<file path="src/pkg/spi_defines.svh">
// constants for the spi port: timing floor, word lengths, reset values
`ifndef SPI_DEFINES_SVH
`define SPI_DEFINES_SVH
// fastest serial clock is clk/4, i.e. a half period of two cycles
`define SPI_MIN_HALF 16'h0002
// index of the last serial clock edge of a word (two edges per bit)
`define SPI_LAST_EDGE8 5'h0F
`define SPI_LAST_EDGE16 5'h1F
// word shifted out by a slave that has nothing queued
`define SPI_ZERO_WORD 16'h0000
// descriptors live in this page of peripheral i/o space
`define SPI_DMA_PAGE 8'h00
`define SPI_DIV_RESET 16'h0000
`define SPI_COUNT_RESET 16'h0000
`define SPI_SEL_RESET 7'h00
`endif

</file>
<file path="src/pkg/spi_pkg.sv">
// types shared by the spi port modules
package spi_pkg;
  typedef enum logic [2:0] {
    st_idle = 3'b001,
    st_master = 3'b010,
    st_slave = 3'b100
  } state_type;
endpackage : spi_pkg

</file>
<file path="src/verilog/spi_word_buffer.sv">
// two-entry valid/ready buffer for received words
`timescale 1ns/1ps
module spi_word_buffer (
  input wire logic clk,
  input wire logic rst,
  input wire logic in_valid,
  output logic in_ready,
  input wire logic [15:0] in_data,
  output logic out_valid,
  input wire logic out_ready,
  output logic [15:0] out_data
);
  logic [15:0] mem [0:1];
  logic wr_ptr;
  logic rd_ptr;
  logic [1:0] count;
  logic push;
  logic pop;

  assign in_ready = (count != 2'h2);
  assign out_valid = (count != 2'h0);
  assign push = in_valid && in_ready;
  assign pop = out_valid && out_ready;
  assign out_data = mem[rd_ptr];

  always_ff @(posedge clk or posedge rst) begin
    if (rst) begin
      mem[0] <= 16'h0000;
      mem[1] <= 16'h0000;
    end else if (push) begin
      mem[wr_ptr] <= in_data;
    end
  end

  always_ff @(posedge clk or posedge rst) begin
    if (rst) begin
      wr_ptr <= 1'b0;
      rd_ptr <= 1'b0;
      count <= 2'h0;
    end else begin
      if (push) begin
        wr_ptr <= ~wr_ptr;
      end
      if (pop) begin
        rd_ptr <= ~rd_ptr;
      end
      count <= count + {1'b0, push} - {1'b0, pop};
    end
  end
endmodule : spi_word_buffer

</file>
<file path="src/verilog/spi_port.sv">
// spi port: master or slave, 8/16-bit full duplex, modes 0-3, dma count
`timescale 1ns/1ps
`include "spi_defines.svh"
module spi_port (
  input wire logic clk,
  input wire logic rst,
  input wire logic enable,
  input wire logic master_mode,
  input wire logic word16,
  input wire logic cpol,
  input wire logic cpha,
  input wire logic broadcast,
  input wire logic [15:0] baud_div,
  input wire logic [6:0] select_mask,
  input wire logic dma_enable,
  input wire logic dma_load,
  input wire logic [15:0] dma_load_value,
  output logic [15:0] dma_count,
  output logic [7:0] dma_page,
  input wire logic [15:0] tx_data,
  input wire logic tx_valid,
  output logic tx_ready,
  output logic [15:0] rx_data,
  output logic rx_valid,
  input wire logic rx_ready,
  output logic word_event,
  output logic dma_event,
  output logic overrun_event,
  output logic busy,
  input wire logic sck_in,
  output logic sck_out,
  output logic sck_oe,
  input wire logic mosi_in,
  output logic mosi_out,
  output logic mosi_oe,
  input wire logic miso_in,
  output logic miso_out,
  output logic miso_oe,
  input wire logic slave_select_in_n,
  output logic [6:0] slave_select_out_n
);
  spi_pkg::state_type state;
  logic [15:0] div_cnt;
  logic [15:0] half;
  logic [4:0] edge_cnt;
  logic [4:0] last_edge;
  logic [15:0] shift_tx;
  logic [15:0] shift_rx;
  logic [15:0] next_rx;
  logic [15:0] rx_word;
  logic [6:0] sel_reg;
  logic [6:0] next_sel;
  logic sck_level;
  logic sck_s1, sck_s2, sck_s3;
  logic mosi_s1, mosi_s2;
  logic miso_s1, miso_s2;
  logic ss_s1, ss_s2;
  logic slave_sel;
  logic tick, lead, sample, launch, word_done, din;
  logic start_master, start_slave, load_word;
  logic dma_ok, dma_step;
  logic buf_in_ready;

  // every pin input is brought into clk through two flops
  always_ff @(posedge clk or posedge rst) begin
    if (rst) begin
      sck_s1 <= 1'b0;
      sck_s2 <= 1'b0;
      sck_s3 <= 1'b0;
      mosi_s1 <= 1'b0;
      mosi_s2 <= 1'b0;
      miso_s1 <= 1'b0;
      miso_s2 <= 1'b0;
      ss_s1 <= 1'b1;
      ss_s2 <= 1'b1;
    end else begin
      sck_s1 <= sck_in;
      sck_s2 <= sck_s1;
      sck_s3 <= sck_s2;
      mosi_s1 <= mosi_in;
      mosi_s2 <= mosi_s1;
      miso_s1 <= miso_in;
      miso_s2 <= miso_s1;
      ss_s1 <= slave_select_in_n;
      ss_s2 <= ss_s1;
    end
  end

  // divider floor keeps sck at or below clk/4
  assign half = (baud_div < `SPI_MIN_HALF) ? `SPI_MIN_HALF : baud_div;
  // word length picks the edge count
  assign last_edge = word16 ? `SPI_LAST_EDGE16 : `SPI_LAST_EDGE8;
  // select input on flag pin zero, active low
  assign slave_sel = enable && !master_mode && !ss_s2;

  // dma word count gates new master words
  assign dma_ok = !dma_enable || (dma_count != 16'h0000);
  // no start until a slave select output is driven
  assign start_master = (state == spi_pkg::st_idle) && enable &&
    master_mode && (sel_reg != 7'h00) && tx_valid && dma_ok &&
    buf_in_ready;
  assign start_slave = (state == spi_pkg::st_idle) && slave_sel;

  always_comb begin
    tick = 1'b0;
    din = miso_s2;
    if (state == spi_pkg::st_master) begin
      tick = (div_cnt == half - 16'h0001);
    end else if (state == spi_pkg::st_slave) begin
      tick = (sck_s2 != sck_s3);
      din = mosi_s2;
    end
  end

  // even edges lead; phase chooses launch versus sample
  assign lead = !edge_cnt[0];
  assign sample = tick && (cpha ? !lead : lead);
  assign launch = tick && (cpha ? (lead && edge_cnt != 5'h00) : !lead);
  assign word_done = tick && (edge_cnt == last_edge);
  // back-to-back slave words reload while still selected
  assign load_word = start_master || start_slave ||
    (word_done && state == spi_pkg::st_slave && slave_sel);
  assign tx_ready = load_word;

  // sampled bit joins the receive word on the same edge set
  assign next_rx = sample ? {shift_rx[14:0], din} : shift_rx;
  assign rx_word = word16 ? next_rx : {8'h00, next_rx[7:0]};

  always_ff @(posedge clk or posedge rst) begin
    if (rst) begin
      state <= spi_pkg::st_idle;
    end else begin
      unique case (state)
        spi_pkg::st_idle: begin
          if (start_master) begin
            state <= spi_pkg::st_master;
          end else if (start_slave) begin
            state <= spi_pkg::st_slave;
          end
        end
        spi_pkg::st_master: begin
          if (word_done || !enable) begin
            state <= spi_pkg::st_idle;
          end
        end
        spi_pkg::st_slave: begin
          // deselect mid-word abandons the partial word
          if (!slave_sel || (word_done && !slave_sel)) begin
            state <= spi_pkg::st_idle;
          end
        end
        default: begin
          state <= spi_pkg::st_idle;
        end
      endcase
    end
  end

  // divider paces master edges; sck_level is the unpolarised clock
  always_ff @(posedge clk or posedge rst) begin
    if (rst) begin
      div_cnt <= 16'h0000;
      sck_level <= 1'b0;
    end else if (state != spi_pkg::st_master) begin
      div_cnt <= 16'h0000;
      sck_level <= 1'b0;
    end else if (tick) begin
      div_cnt <= 16'h0000;
      sck_level <= ~sck_level;
    end else begin
      div_cnt <= div_cnt + 16'h0001;
    end
  end

  always_ff @(posedge clk or posedge rst) begin
    if (rst) begin
      edge_cnt <= 5'h00;
    end else if (load_word) begin
      edge_cnt <= 5'h00;
    end else if (tick) begin
      edge_cnt <= edge_cnt + 5'h01;
    end
  end

  // transmit word from the stream; zeros when none queued
  always_ff @(posedge clk or posedge rst) begin
    if (rst) begin
      shift_tx <= `SPI_ZERO_WORD;
    end else if (load_word) begin
      if (tx_valid) begin
        shift_tx <= word16 ? tx_data : {tx_data[7:0], 8'h00};
      end else begin
        shift_tx <= `SPI_ZERO_WORD;
      end
    end else if (launch) begin
      shift_tx <= {shift_tx[14:0], 1'b0};
    end
  end

  always_ff @(posedge clk or posedge rst) begin
    if (rst) begin
      shift_rx <= 16'h0000;
    end else if (load_word) begin
      shift_rx <= 16'h0000;
    end else begin
      shift_rx <= next_rx;
    end
  end

  // broadcast keeps every chosen line; else only the lowest one
  always_comb begin
    next_sel = `SPI_SEL_RESET;
    if (enable && master_mode) begin
      next_sel = broadcast ? select_mask :
        (select_mask & (~select_mask + 7'h01));
    end
  end

  // select lines only move while no word is in flight
  always_ff @(posedge clk or posedge rst) begin
    if (rst) begin
      sel_reg <= `SPI_SEL_RESET;
    end else if (state == spi_pkg::st_idle && !start_master) begin
      sel_reg <= next_sel;
    end
  end

  assign slave_select_out_n = ~sel_reg;

  // count steps down per word; reload queues more
  assign dma_step = word_done && dma_enable && (dma_count != 16'h0000);
  always_ff @(posedge clk or posedge rst) begin
    if (rst) begin
      dma_count <= `SPI_COUNT_RESET;
    end else if (dma_load) begin
      dma_count <= dma_load_value;
    end else if (dma_step) begin
      dma_count <= dma_count - 16'h0001;
    end
  end

  always_ff @(posedge clk or posedge rst) begin
    if (rst) begin
      word_event <= 1'b0;
      dma_event <= 1'b0;
      overrun_event <= 1'b0;
    end else begin
      word_event <= word_done;
      dma_event <= dma_step && (dma_count == 16'h0001);
      overrun_event <= word_done && !buf_in_ready;
    end
  end

  // descriptor page is fixed at zero
  assign dma_page = `SPI_DMA_PAGE;
  assign busy = (state != spi_pkg::st_idle);

  // master owns sck and mosi; slave drives miso when selected
  assign sck_out = sck_level ^ cpol;
  assign sck_oe = enable && master_mode;
  assign mosi_out = word16 ? shift_tx[15] : shift_tx[15];
  assign mosi_oe = enable && master_mode;
  assign miso_out = shift_tx[15];
  assign miso_oe = slave_sel;

  // receiver cannot stall a remote master, so slave words may overrun
  spi_word_buffer rx_buffer (
    .clk(clk),
    .rst(rst),
    .in_valid(word_done),
    .in_ready(buf_in_ready),
    .in_data(rx_word),
    .out_valid(rx_valid),
    .out_ready(rx_ready),
    .out_data(rx_data)
  );

  // helper: sck toggles seen in the current master word
  logic [5:0] toggles;
  always_ff @(posedge clk or posedge rst) begin
    if (rst) begin
      toggles <= 6'h00;
    end else if (start_master) begin
      toggles <= 6'h00;
    end else if (state == spi_pkg::st_master && tick) begin
      toggles <= toggles + 6'h01;
    end
  end
endmodule : spi_port

</file>
<file path="config.mk">
export PLATFORM = sky130hd
export DESIGN_NAME = spi_port
export DESIGN_NICKNAME = d
export VERILOG_FILES = /design/src/pkg/spi_pkg.sv /design/src/verilog/spi_word_buffer.sv /design/src/verilog/spi_port.sv
export VERILOG_INCLUDE_DIRS = /design/src /design/src/pkg
export SDC_FILE = /design/constraint.sdc
export NUM_CORES = 1
export LEC_CHECK = 0
export BUFFER_PORTS_ARGS = -buffer_cell sky130_fd_sc_hd__buf_2
export CORE_MARGIN = 2
export CORE_UTILIZATION = 39
export DETAILED_ROUTE_END_ITERATION = 12
export GPL_ROUTABILITY_DRIVEN = 0
export PLACE_DENSITY = 0.66
export SETUP_SLACK_MARGIN = 0.15
export SLEW_MARGIN = 20
export SYNTH_ARGS = -nofsm -noshare
export SYNTH_HDL_FRONTEND = slang
export SYNTH_SLANG_ARGS = --single-unit
</file>
<file path="constraint.sdc">
create_clock -name clk -period 3.45 [get_ports clk]
set_input_delay 0.345 -clock clk [delete_from_list [all_inputs] [get_ports clk]]
set_output_delay 0.345 -clock clk [all_outputs]
set_load 0.01 [all_outputs]
</file>
# Yosys cells after proc, flatten, opt, wreduce, memory -nomap -nowiden
# Index checks and enable logic that the tools add are counted.
[op_classes]
addsub = 7
magnitude_cmp = 4
n_eq_ne = 13
muxes = 36
bitwise = 9
reduce_logical = 47
[op_table]
columns = ["cell", "n"]
rows = [
  ["$mux W16", 16],
  ["$bwmux W32", 1],
  ["$sub A16 B1 Y16 const B", 2],
  ["$logic_and A1 B1 Y1", 25],
  ["$add A16 B1 Y16 const B", 1],
  ["$demux W16 S1", 1],
  ["$eq A16 B1 Y1 const B", 1],
  ["$eq A16 B16 Y1", 1],
  ["$lt A16 B2 Y1 const B", 1],
  ["$reduce_bool A16 Y1", 1],
  ["$mux W5", 3],
  ["$mux W7", 2],
  ["$not A7 Y7", 2],
  ["$mux W3", 4],
  ["$reduce_bool A2 Y1", 5],
  ["$pmux W3 S3", 1],
  ["$logic_not A1 Y1", 8],
  ["$mux W1", 8],
  ["$add A7 B1 Y7 const B", 1],
  ["$and A7 B7 Y7", 1],
  ["$reduce_bool A7 Y1", 1],
  ["$add A5 B1 Y5 const B", 1],
  ["$eq A5 B5 Y1", 1],
  ["$logic_or A1 B1 Y1", 5],
  ["18 further kinds", 23],
]
[word_totals]
register_bits = 128
inputBits = 71
out_inout_bits = 59
wordCells = 141

# Depth between registers and ports, before layout
[depth]
ltp_word = 10
depth_mapped = 20
mapped_depth_nobuf = 16

# By module
# A second synthesis with hierarchy kept.
[hier_totals]
cells_unflattened = 666
hier_area_um2 = 7180.6
[by_module_without_submodules]
columns = ["module", "n_inst", "cells_each", "area_each_um2", "seq_area_each_um2"]
rows = [
  ["spi_port", 1, 558, 5469.0, 2306.0],
  ["spi_word_buffer", 1, 108, 1711.6, 900.9],
]

# Least setup slack after synthesis
# No wires, ideal clock.
[synth_timing]
kind = "input-to-reg"
start = "input baud_div[13]"
end = "register rx_buffer.count[1]"
setup_ns = 0.080
t_arrival_ns = 4.233
required_time_ns = 3.370
setup_slack_ns = -0.863
path_stages = 19
n_path_buf = 3
path_cell_list = "or4_4 > nor3_2 > nand2_2 > nand2_1 > ha_1 > nor3b_2 > nand2_1 > or4_1 > a32oi_1 > nand4_2 > nor4b_4 > buf_6 > o21ai_2 > buf_2 > buf_2 > nor2_1 > ha_1 > xnor2_1 > xnor2_1"
[synth_between]
elab_chain_cells = 9
[synth_lines]
columns = ["item", "line", "text"]
rows = [
  ["from (decl)", "spi_port.sv:13", "input wire logic [15:0] baud_div,"],
  ["$lt A16 B2 Y1 (no source line)", "n/a", ""],
  ["$mux W16 *", "spi_port.sv:90", "assign half = (baud_div < `SPI_MIN_HALF) ? `SPI_MIN_HALF : baud_div;"],
  ["$sub A16 B1 Y16 *", "spi_port.sv:108", "tick = (div_cnt == half - 16'h0001);"],
  ["$eq A16 B16 Y1 *", "spi_port.sv:108", ""],
  ["$mux W1 *", "spi_port.sv:107", "if (state == spi_pkg::st_master) begin"],
  ["$logic_and A1 B1 Y1 *", "spi_port.sv:119", "assign word_done = tick && (edge_cnt == last_edge);"],
  ["$logic_and A1 B1 Y1 *", "spi_word_buffer.sv:22", "assign push = in_valid && in_ready;"],
  ["via rx_buffer.push", "spi_word_buffer.sv:17", "logic push;"],
  ["$add A2 B1 Y2 *", "spi_word_buffer.sv:47", "count <= count + {1'b0, push} - {1'b0, pop};"],
  ["$sub A2 B1 Y2 *", "spi_word_buffer.sv:47", ""],
  ["to (signal assigned)", "spi_word_buffer.sv:47", ""],
  ["to (decl)", "spi_word_buffer.sv:16", "logic [1:0] count;"],
]
# The timed path passes the listed nets; every way through them passes the cells marked *.
# A chain may end at the register's enable or synchronous reset.

# Worst setup path in the final report
[layout_timing]
start = "input baud_div[11]"
end = "register dma_count[15]"
[layout_between]
elab_chain_cells = 9
[layout_lines]
columns = ["item", "line", "text"]
rows = [
  ["$lt A16 B2 Y1 (no source line)", "n/a", ""],
  ["$mux W16 *", "spi_port.sv:90", ""],
  ["$sub A16 B1 Y16 *", "spi_port.sv:108", ""],
  ["$eq A16 B16 Y1 *", "spi_port.sv:108", ""],
  ["$mux W1 *", "spi_port.sv:107", ""],
  ["$logic_and A1 B1 Y1 *", "spi_port.sv:119", ""],
  ["$logic_and A1 B1 Y1 * (2 in series)", "spi_port.sv:231", "assign dma_step = word_done && dma_enable && (dma_count != 16'h0000);"],
  ["$reduce_bool A2 Y1 (no source line) *", "n/a", ""],
  ["to (signal assigned)", "spi_port.sv:234", "dma_count <= `SPI_COUNT_RESET;"],
  ["to (signal assigned)", "spi_port.sv:236", "dma_count <= dma_load_value;"],
  ["to (signal assigned)", "spi_port.sv:238", "dma_count <= dma_count - 16'h0001;"],
  ["to (decl)", "spi_port.sv:18", "output logic [15:0] dma_count,"],
]
# Mark *: on every way between the ends. The rest lies on a longest branch, timed or not.

==> metrics.txt <==
Chip Height=137 microns; CP Buf/Inv Count=3; # placed instances=1067; max-slew violations=0; Layout Nets=964; Setup crit start kind=primary input; largest net degree at the start of global routing=82; WL met3=854 microns; fin crit share=107%; die width=137 microns; largest cells by area after synthesis=dfrtp_1, mux2i_1, o21ai_0; vias in the first global route=5581; area growth from synthesis to layout=37.7%; violated checks=setup timing; highest routed layer=met4; DRT Pass-1 Iters=6; Max Fclk=0.271 GHz; clk_skew=11.5 ps; top cell type by total area after synthesis=dfrtp_1; CP max-delay cell=or4_4; fraction of registers with async set/reset=100%; CTS tree=built; most frequent cells in the layout=dfrtp_1, buf_2, nor2_1; type of the tightest min-delay check=primary input to flip-flop; Area after DPL=8230 sq um; die area=18700 sq um; number of port buffers=121; Total GRT Usage=18.9%; CTS Buf Count=17; Initial Utilization=39.9%; first-pass GRT wire length=27.6 mm; Setup WS pre-CTS=-756 ps; mapped cell area=6870 sq um; Reg area=3210 sq um; Slew @ Worst Pin=918 ps; Hold Vio Cnt, Final=0; clk sinks=128; Final ANT Viol Nets=0; post-route setup slack=-238 ps; Slew HR=38.8%; Worst Setup Path Type=primary input to flip-flop; Cell Pwr Density=433 nW/um^2; max-cap violations=0; critical path arrival=4020 ps; Setup Viol. Count Final=71; CP delay by family, top=simple AND/OR/NAND/NOR gates; run status=finished with violations; drt total wl=17.4 mm; final non-filler cell total=1123; cells after synthesis=697; clk slew on worst S/H paths=50 ps; synth unique cells=71; n_diodes=0; layout cell share with drive strength beyond 1=38.6%; worst hold slack=19.9 ps; Largest Register=rx_buffer.mem; RSZ-0062 raised after global routing=true; crit path max fanout=6; slowest stage delay, CP=540 ps; I/O pin total=130; CP Capture Type=flip-flop; worst-path cell chain=buf_6, or4_4, nor3_4, nand2_2, nand2_2, ha_4, nor3b_4, nand2_1, or4_1, a32oi_1, nand4_2, nor4b_4, buf_4, o21ai_4, buf_12, or4_4, a31oi_1; synth warn=0; Post-synth top flop=dfrtp_1; flops & latches, synth=128; DP Wirelength=12.0 mm; synthesized area per cell=9.86 sq um; WL/cell=15.5 microns; max FFs per register=32; Site Rows=48; starting DRC count in detailed routing=235; crit path time final=3690 ps; fin area=9460 sq um; area occupied by multi-input gates=3820 sq um; met1 WL=8.10 mm; Core Box Area=17200 sq um; vias=5784; clock root buffer master=clkbuf_16; Overflow after GRT=0; WL met2=8.28 mm; commonest non-fill, non-tap cell in the layout=dfrtp_1; DR vias/cell=5.15; Required @ worst endpoint=3780 ps; residual DRC count=0; sequential-to-total area share from yosys stat=46.7%; number of synthesized flops with an enable pin=0; Filler cells=1513; Worst-Skew Late Latency=420 ps; P_leak=4.27 nW; H-tree depth reported by CTS=4; Max VDD drop=0.331 mV; CTS Buffer Depth=2; post-synth top area share=45.5%; initial antenna violation count=0
==> metrics by stage <==
step | total power, mW | setup TNS, ps | utilization, %
5_1_grt | 4.30 | -19230 | 54.9
6_report | 4.10 | -5830 | 54.9
2_1_floorplan | 2.12 | -40540 | -
3_3_place_gp | 2.39 | -58700 | 47.7
4_1_cts | 4.13 | -5600 | 53.4
3_5_place_dp | 2.40 | -60940 | 47.7
==> final timing paths <==
path	start	to	slack, ps	depth (start not counted)
worst max-delay path	baud_div[11]	dma_count[15]$_DFFE_PP0P_	-240	17
worst min-delay path	slave_select_in_n	ss_s1$_DFF_PP1_	20	1
worst max register to register	dma_count[9]$_DFFE_PP0P_	sel_reg[3]$_DFFE_PP0P_	280	12
worst min register to register	mosi_s1$_DFF_PP0_	mosi_s2$_DFF_PP0_	360	0
max in group asynchronous	rst	state[0]$_DFFE_PP1P_	2280	4
min in group asynchronous	rst	word_event$_DFF_PP0_	410	3
==> synth_stat cells, types with 3 or more instances <==
library cell  number
o2111ai_1          7
dfstp_2            3
buf_6              3
a21oi_1            3
nand2_1           48
o22ai_1            8
and3_1             6
nor3_1            10
o31ai_1           16
buf_4             11
nor4_1             5
ha_1               8
o21ai_2            4
mux2_2            18
buf_2              8
a31oi_1           11
xnor2_1           24
nand3_1           35
o21ai_1           10
or2_2              5
inv_1             31
dfrtp_1          125
nor3_2             3
nor2_1            68
xor2_1            22
a21boi_0           4
nor3b_1            3
nor2b_1            3
o31a_1             4
and2_1             4
o211ai_1           3
or3_1             13
o21ai_0           56
nand2b_1           6
or4_1             13
mux2i_1           33
clkbuf_1          21
nand4_1            3
==> power breakdown <==
part / internal (mW) / total [mW] / switching (mW)
Combinational: 0.305 / 0.684 / 0.379
Sequential: 1.60 / 1.72 / 0.119
Clock: 1.05 / 1.70 / 0.645
==> metal layers <==
layer  up-vias  global-route usage, %
met3        13                   4.78
met5         -                      0
met1      2776                   26.2
li1       2853                      -
met2       142                   29.6
met4         0                   4.75
==> repair_timing <==
action	CTS	global route
gates resized for setup	63	41
gates cloned	2	3
setup buffers	12	6
endpoints found under the hold margin	7	0
pin swaps	17	15
hold buffers	1	0
setup endpoints to repair	107	111
==> final cells by class <==
cell class | count | share of cell area [%]
clock buffer | 20 | 4.62
clock inverter | 12 | 1.26
inverter | 31 | 1.27
multi-input combinational | 500 | 40.4
sequential | 128 | 33.9
tap | 225 | 2.98
timing repair buffer | 207 | 15.6
==> cells by family (layout without fill, tap and decap cells) <==
group | after synthesis | count (layout) | synth area share (%)
and+or+nand+nor | 241 | 241 | 18.5
AOI/OAI and AO/OA | 145 | 145 | 14.3
DFF | 128 | 128 | 46.7
buffers and inverters | 76 | 270 | 5.23
muxes | 52 | 52 | 7.96
xor gates and xnor gates | 46 | 46 | 5.87
adders and majority gates | 8 | 8 | 1.46
other | 1 | 8 | 0.0546
Note: power is estimated with default switching activity, not from simulation.
